File: src/logic/alu_defines.svh
`ifndef ALU_DEFINES_SVH
`define ALU_DEFINES_SVH
`define OFS_CTRL 8'h00
`define OFS_DEST 8'h04
`define OFS_SRC 8'h08
`define OFS_FLAGS 8'h0C
`define OFS_IOFLAG 8'h10
`define OFS_IOGP 8'h14
`define OFS_IOBIT 8'h18
`define FLG_C 0
`define FLG_Z 1
`define FLG_N 2
`define FLG_V 3
`define FLG_S 4
`define FLG_H 5
`define CTRL_BUSY 8
`define CTRL_REFUSED 9
`define IOBIT_SET 7
`define OP_LAST 4'hB
`define IO_LAST 6'h1F
`define IO_ADDR_FLAGS 6'h0E
`define IO_ADDR_GP 6'h0F
`define RST_BYTE 8'h00
`define RST_WORD 16'h0000
`define RST_FLAGS 6'h00
`define HTRANS_NONSEQ 2'h2
`define HSIZE_WORD 3'h2
`endif

File: src/logic/alu_pkg.sv
`default_nettype none
package alu_pkg;
    typedef enum logic [3:0] {
        OP_ADD_REG = 4'h0,
        OP_ADD_CARRY = 4'h1,
        OP_SUB_REG = 4'h2,
        OP_SUB_CARRY = 4'h3,
        OP_SUB_IMM = 4'h4,
        OP_SUB_IMM_CARRY = 4'h5,
        OP_AND_REG = 4'h6,
        OP_AND_IMM = 4'h7,
        OP_OR_REG = 4'h8,
        OP_OR_IMM = 4'h9,
        OP_ADD_WORD = 4'hA,
        OP_SUB_WORD = 4'hB
    } op_type;
    typedef enum logic [1:0] {
        ST_IDLE = 2'h0,
        ST_WORD_LO = 2'h1,
        ST_WORD_HI = 2'h3,
        ST_BYTE = 2'h2
    } state_type;
endpackage
`default_nettype wire

File: src/logic/byte_word_arith_logic_unit.sv
`timescale 1ns/1ps
`default_nettype none
`include "alu_defines.svh"
module byte_word_arith_logic_unit
    import alu_pkg::*;
#(
    parameter int WORD_IMM_W = 6
)
(
    // clock and reset
    input wire logic CLK,
    input wire logic RST_N,
    // ahb-lite slave
    input wire logic HSEL,
    input wire logic [31:0] HADDR,
    input wire logic [1:0] HTRANS,
    input wire logic HWRITE,
    input wire logic [2:0] HSIZE,
    input wire logic [31:0] HWDATA,
    input wire logic HREADY,
    output logic [31:0] HRDATA,
    output logic HREADYOUT,
    output logic HRESP,
    // i/o side
    input wire logic [7:0] IO_EVENT,
    output logic [7:0] GP_IO_OUT
);

    localparam logic [7:0] WORD_IMM_MASK = 8'((1 << WORD_IMM_W) - 1);

    // returns {half carry, overflow, carry, result}
    function automatic logic [10:0] byte_arith(input logic [7:0] a,
        input logic [7:0] b, input logic cin, input logic sub);
        logic [7:0] r;
        logic [7:0] ax;
        logic [7:0] rx;
        logic [7:0] bv;
        logic [7:0] cy;
        logic v;
        r = sub ? 8'(a - b - {7'h00, cin}) : 8'(a + b + {7'h00, cin});
        ax = sub ? ~a : a;
        rx = sub ? r : ~r;
        cy = (ax & b) | (b & rx) | (rx & ax);
        bv = sub ? ~b : b;
        v = (a[7] & bv[7] & ~r[7]) | (~a[7] & ~bv[7] & r[7]);
        return {cy[3], v, cy[7], r};
    endfunction

    state_type state;
    state_type next_state;
    op_type op_q;
    logic [15:0] dest;
    logic [15:0] next_dest;
    logic [7:0] src;
    logic [5:0] flags;
    logic [5:0] next_flags;
    logic [7:0] lo_res;
    logic [7:0] next_lo;
    logic lo_c;
    logic next_lo_c;
    logic [7:0] io_flags;
    logic [7:0] gp;
    logic io_refused;
    logic wr_pend;
    logic rd_pend;
    logic hit_q;
    logic [7:0] addr_q;

    // bus decode
    wire addr_ok = HSEL && HREADY && HTRANS == `HTRANS_NONSEQ;
    wire wr_en = wr_pend && hit_q;
    wire busy = state != ST_IDLE;
    wire ctrl_wr = wr_en && addr_q == `OFS_CTRL;
    wire dest_wr = wr_en && addr_q == `OFS_DEST && !busy;
    wire src_wr = wr_en && addr_q == `OFS_SRC && !busy;
    wire flags_wr = wr_en && addr_q == `OFS_FLAGS && !busy;
    wire ioflag_wr = wr_en && addr_q == `OFS_IOFLAG;
    wire iogp_wr = wr_en && addr_q == `OFS_IOGP;
    wire iobit_wr = wr_en && addr_q == `OFS_IOBIT;
    // a command written while busy or with a bad code is dropped
    wire start = ctrl_wr && !busy && HWDATA[3:0] <= `OP_LAST;
    wire start_word = HWDATA[3:0] == OP_ADD_WORD
        || HWDATA[3:0] == OP_SUB_WORD;

    // operation decode
    wire op_sub = op_q inside {OP_SUB_REG, OP_SUB_CARRY, OP_SUB_IMM,
        OP_SUB_IMM_CARRY, OP_SUB_WORD};
    wire op_carry = op_q inside {OP_ADD_CARRY, OP_SUB_CARRY,
        OP_SUB_IMM_CARRY};
    wire op_logic = op_q inside {OP_AND_REG, OP_AND_IMM, OP_OR_REG,
        OP_OR_IMM};
    wire op_and = op_q == OP_AND_REG || op_q == OP_AND_IMM;
    wire [7:0] logic_res = op_and ? dest[7:0] & src : dest[7:0] | src;
    wire [10:0] byte_out = byte_arith(dest[7:0], src,
        op_carry & flags[`FLG_C], op_sub);
    wire [10:0] lo_out = byte_arith(dest[7:0], src & WORD_IMM_MASK,
        1'b0, op_sub);
    wire [10:0] hi_out = byte_arith(dest[15:8], 8'h00, lo_c, op_sub);
    wire hi_v = op_sub ? dest[15] & ~hi_out[7] : ~dest[15] & hi_out[7];
    wire hi_c = op_sub ? hi_out[7] & ~dest[15] : ~hi_out[7] & dest[15];

    // i/o bit read-modify-write
    wire [5:0] io_addr = HWDATA[13:8];
    wire io_in_range = io_addr <= `IO_LAST;
    wire [7:0] io_bit_mask = 8'h01 << HWDATA[2:0];
    wire io_hit_flags = iobit_wr && io_in_range
        && io_addr == `IO_ADDR_FLAGS;
    wire io_hit_gp = iobit_wr && io_in_range && io_addr == `IO_ADDR_GP;
    wire [7:0] io_old = io_addr == `IO_ADDR_FLAGS ? io_flags
        : io_addr == `IO_ADDR_GP ? gp : 8'h00;
    wire [7:0] io_new = HWDATA[`IOBIT_SET] ? io_old | io_bit_mask
        : io_old & ~io_bit_mask;
    wire [7:0] flag_clear = ioflag_wr ? HWDATA[7:0]
        : io_hit_flags ? io_new : 8'h00;

    wire [31:0] rd_mux = !hit_q ? 32'h0000_0000
        : addr_q == `OFS_CTRL ? {22'h0, io_refused, busy, 4'h0, op_q}
        : addr_q == `OFS_DEST ? {16'h0000, dest}
        : addr_q == `OFS_SRC ? {24'h000000, src}
        : addr_q == `OFS_FLAGS ? {26'h0, flags}
        : addr_q == `OFS_IOFLAG ? {24'h000000, io_flags}
        : addr_q == `OFS_IOGP ? {24'h000000, gp}
        : 32'h0000_0000;

    always_comb
    begin
        next_state = state;
        next_dest = dest;
        next_flags = flags;
        next_lo = lo_res;
        next_lo_c = lo_c;
        case (state)
            ST_IDLE:
            begin
                if (start)
                    next_state = start_word ? ST_WORD_LO : ST_BYTE;
                if (dest_wr)
                    next_dest = HWDATA[15:0];
                if (flags_wr)
                    next_flags = HWDATA[5:0];
            end
            ST_BYTE:
            begin
                next_state = ST_IDLE;
                if (op_logic)
                begin
                    next_dest[7:0] = logic_res;
                    next_flags[`FLG_Z] = logic_res == 8'h00;
                    next_flags[`FLG_N] = logic_res[7];
                    next_flags[`FLG_V] = 1'b0;
                end
                else
                begin
                    next_dest[7:0] = byte_out[7:0];
                    next_flags[`FLG_C] = byte_out[8];
                    next_flags[`FLG_V] = byte_out[9];
                    next_flags[`FLG_H] = byte_out[10];
                    next_flags[`FLG_Z] = byte_out[7:0] == 8'h00;
                    next_flags[`FLG_N] = byte_out[7];
                end
            end
            ST_WORD_LO:
            begin
                next_state = ST_WORD_HI;
                next_lo = lo_out[7:0];
                next_lo_c = lo_out[8];
            end
            ST_WORD_HI:
            begin
                next_state = ST_IDLE;
                next_dest = {hi_out[7:0], lo_res};
                next_flags[`FLG_C] = hi_c;
                next_flags[`FLG_V] = hi_v;
                next_flags[`FLG_N] = hi_out[7];
                next_flags[`FLG_Z] = {hi_out[7:0], lo_res} == 16'h0000;
                next_flags[`FLG_S] = hi_out[7] ^ hi_v;
            end
            default:
                next_state = ST_IDLE;
        endcase
    end

    always_ff @(posedge CLK or negedge RST_N)
    begin
        if (!RST_N)
        begin
            state <= ST_IDLE;
            op_q <= OP_ADD_REG;
            dest <= `RST_WORD;
            src <= `RST_BYTE;
            flags <= `RST_FLAGS;
            lo_res <= `RST_BYTE;
            lo_c <= 1'b0;
        end
        else
        begin
            state <= next_state;
            dest <= next_dest;
            flags <= next_flags;
            lo_res <= next_lo;
            lo_c <= next_lo_c;
            if (start)
                op_q <= op_type'(HWDATA[3:0]);
            if (src_wr)
                src <= HWDATA[7:0];
        end
    end

    // set wins over clear so an event in the clearing cycle survives
    always_ff @(posedge CLK or negedge RST_N)
    begin
        if (!RST_N)
        begin
            io_flags <= `RST_BYTE;
            gp <= `RST_BYTE;
            io_refused <= 1'b0;
        end
        else
        begin
            io_flags <= (io_flags & ~flag_clear) | IO_EVENT;
            if (iogp_wr)
                gp <= HWDATA[7:0];
            else if (io_hit_gp)
                gp <= io_new;
            if (iobit_wr)
                io_refused <= !io_in_range;
        end
    end

    // reads take one wait state so a write just before is seen
    always_ff @(posedge CLK or negedge RST_N)
    begin
        if (!RST_N)
        begin
            wr_pend <= 1'b0;
            rd_pend <= 1'b0;
            hit_q <= 1'b0;
            addr_q <= 8'h00;
            HRDATA <= 32'h0000_0000;
            HREADYOUT <= 1'b1;
            HRESP <= 1'b0;
        end
        else
        begin
            HRESP <= 1'b0;
            wr_pend <= addr_ok && HWRITE;
            rd_pend <= addr_ok && !HWRITE;
            if (addr_ok)
            begin
                addr_q <= HADDR[7:0];
                hit_q <= HADDR[31:8] == 24'h000000 && HSIZE == `HSIZE_WORD;
            end
            if (addr_ok && !HWRITE)
                HREADYOUT <= 1'b0;
            else
                HREADYOUT <= 1'b1;
            if (rd_pend)
                HRDATA <= rd_mux;
        end
    end

    assign GP_IO_OUT = gp;
endmodule // byte_word_arith_logic_unit
`default_nettype wire

File: config.mk
export PLATFORM = sky130hd
export DESIGN_NAME = byte_word_arith_logic_unit
export DESIGN_NICKNAME = d
export VERILOG_FILES = /design/src/logic/alu_pkg.sv /design/src/logic/byte_word_arith_logic_unit.sv
export VERILOG_INCLUDE_DIRS = /design/src /design/src/logic
export SDC_FILE = /design/constraint.sdc
export NUM_CORES = 1
export LEC_CHECK = 0
export BUFFER_PORTS_ARGS = -buffer_cell sky130_fd_sc_hd__buf_4
export CORE_UTILIZATION = 50
export DETAILED_ROUTE_END_ITERATION = 7
export PLACE_DENSITY = 0.83
export SLEW_MARGIN = 25
export SYNTH_ARGS = -nofsm -noshare
export SYNTH_HDL_FRONTEND = slang
export SYNTH_SLANG_ARGS = --single-unit
File: constraint.sdc
create_clock -name CLK -period 4.31 [get_ports CLK]
set_input_delay 1.0775 -clock CLK [delete_from_list [all_inputs] [get_ports CLK]]
set_output_delay 1.0775 -clock CLK [all_outputs]
set_load 0.02 [all_outputs]
==> run summary <==
Remaining DRCs -> 0
Share of the yosys chip area belonging to registers -> 0.325
Core Box Area -> 13400 um2
Routed Antenna Nets -> 0
Leak -> 3.41 nW
Routed WL per cell -> 18.7 um
Status -> completed
Area share of the largest cell type after synthesis -> 0.321
Layout area overhead -> 14.7%
WP data required -> 4500 ps
Dpl hpwl -> 14700 um
CTS Hold Bufs -> 0
Via count -> 6355
Synthesized area -> 6930 um2
Max-cap check violation count -> 0
Critical path startpoint category -> register
Die Y -> 120 um
Post-synthesis cell count -> 792
Cell with the most instances after synthesis -> dfrtp_1
CTS tree -> built
Final count of pins violating max slew -> 0
Grt ovf -> 0
M1 WL -> 8040 um
Hold slack -> 513 ps
Global-route wire length before repair -> 31600 um
Max Fclk -> 303 MHz
CP Data Arrival Time -> 3490 ps
Routability cong. -> 0.983
Crit. End Element -> register
Inst Count DP -> 1026
Num CTS Buffers -> 9
Met2 wire length -> 9170 um
Final worst slack -> 1010 ps
Final non-filler cell total -> 1042
Die X -> 120 um
Dpl cell area -> 7630 um2
Fillcell total -> 1196
Layout cells sized above 1 -> 0.171
Htree depth -> 3
Rel. slew slack -> 0.417
Uppermost layer routed -> met4
Iter 0 DRT Violations -> 709
Initial antenna violation count -> 0
Setup TNS -> 0 ps
Clock Latency Late Sink -> 350 ps
Final Hold Fails -> 0
Synth Warn # -> 0
Yosys reg bits -> 90
Antenna diodes -> 0
Final setup vio count -> 0
Worst Path Max Fanout -> 9
Yosys top cell by area -> dfrtp_1
DIE AREA -> 14300 um2
Distinct cell type count after synthesis -> 80
Worst Clk Skew -> 7.74 ps
Worst Setup Path Type -> reg -> reg
Vias/cell -> 6.10
Area of the multi-input gates -> 4240 um2
Top cells by count, synth -> dfrtp_1, nand2_1, nor2_1, o21ai_0, inv_1
CTS sink cnt -> 90
CTS max path bufs -> 2
Global-route usage over all layers -> 0.283
Unrepaired setup endpoints after global routing -> false
Row count -> 42
Crit path time final -> 3300 ps
Met3 wire length -> 1810 um
Number of flops mapped to enable cells by yosys -> 0
Post-CTS Resized -> 0
Post-CTS Setup Bufs -> 0
Place WS -> 1110 ps
Cell chosen for the clock root -> clkbuf_16
Port bufs -> 90
Vias in the first global route -> 6116
Primary FF master, synth -> dfrtp_1
Fraction of the cycle the final worst path needs -> 0.766
CTS clock-pin slew for the worst setup and hold paths -> 70 ps
Avg Cell Area, Syn -> 8.75 um2
Final WL -> 19500 um
FF+latch area -> 2250 um2
Min-delay worst type -> reg -> reg
Top post-synthesis cells by area -> dfrtp_1, ha_1, mux2i_1
FFs w/ async S/R, synth -> 1.00
I/O Pins -> 124
Pin count of the biggest net entering global routing -> 68
Slew @ Worst Pin -> 875 ps
Post-layout net count -> 992
Finished Cell Area -> 7950 um2
Initial Util -> 0.517
Router iterations before antenna repair -> 6
Pwr Density -> 260 nW/um2
VDD IR max -> 0.210 mV
-- area by class of cell --
cell class	instances	area share
well taps	176	0.0277
flip-flops and latches	90	0.283
inverters	52	0.0246
clock buffers	13	0.0340
clock inverters	3	0.00582
repair buffers	97	0.0916
multi-input cells	611	0.533
-- placed cells by master (no fill, tap or decap), types with 19 or more instances in the layout --
cell type / netlist / final
mux2i_1: 30 / 30
nor2_1: 63 / 63
inv_1: 51 / 51
nand3_1: 21 / 21
o22ai_1: 19 / 19
buf_4: 20 / 97
xnor2_1: 26 / 26
ha_1: 43 / 43
dfrtp_1: 89 / 89
o211ai_1: 21 / 21
o21ai_0: 53 / 53
nand2_1: 73 / 73
a21oi_1: 35 / 35
-- per-stage QoR --
stage               utilization  power [W]
finish                    0.593    0.00207
floorplan                     -    0.00114
global placement          0.570    0.00124
global route              0.593    0.00214
CTS                       0.593    0.00207
detailed placement        0.570    0.00125
-- final timing paths --
| check | startpoint | to | slack (ps) | cells past startpoint |
|---|---|---|---|---|
| worst min register to register | io_refused$_DFFE_PN0P_ | io_refused$_DFFE_PN0P_ | 510 | 1 |
| worst max-delay path | op_q[1]$_DFFE_PN0P_ | flags[1]$_DFFE_PN0P_ | 1010 | 10 |
| worst min-delay path | io_refused$_DFFE_PN0P_ | io_refused$_DFFE_PN0P_ | 510 | 1 |
| min in group asynchronous | RST_N | addr_q[0]$_DFFE_PN0P_ | 840 | 1 |
| worst max register to register | op_q[1]$_DFFE_PN0P_ | flags[1]$_DFFE_PN0P_ | 1010 | 10 |
| max in group asynchronous | RST_N | HREADYOUT$_DFF_PN1_ | 2600 | 2 |
-- power by group --
group	internal (W)	switching (W)
sequential	0.000864	0.0000277
clock	0.000498	0.000332
combinational	0.000144	0.000200
-- layer usage --
metal  GRT usage  vias to the layer above
li1            -                     2960
met1       0.382                     2982
met2       0.456                      370
met3      0.0442                       43
met4       0.105                        0
met5           0                        -
-- registers in the layout (all words and copies together) (netlist names), 2 cells and up --
name / flops
dest: 16
GP_IO_OUT: 8
flags: 6
lo_res: 8
op_q: 4
addr_q: 8
io_flags: 8
state: 2
HRDATA: 16
src: 8
-- critical path, stage by stage (launching register included) --
cell,delay (ps)
dfrtp_1,490
nand2_1,110
nand4b_1,190
fa_1,470
ha_1,320
a211oi_2,250
xnor2_1,160
nor4b_1,310
a41o_1,180
nand4_1,160
o41ai_1,490
-- kinds of logic after synthesis --
family,count (synthesis),synth area share
other,1,0.000541
adder cells (fa/ha/maj),50,0.0966
AND/OR/NAND/NOR,259,0.196
AO/OA/AOI/OAI,209,0.201
multiplexers,45,0.0677
buffers and inverters,107,0.0725
XOR/XNOR,31,0.0411
flip-flops,90,0.325
Note: power is estimated with default switching activity, not from simulation.
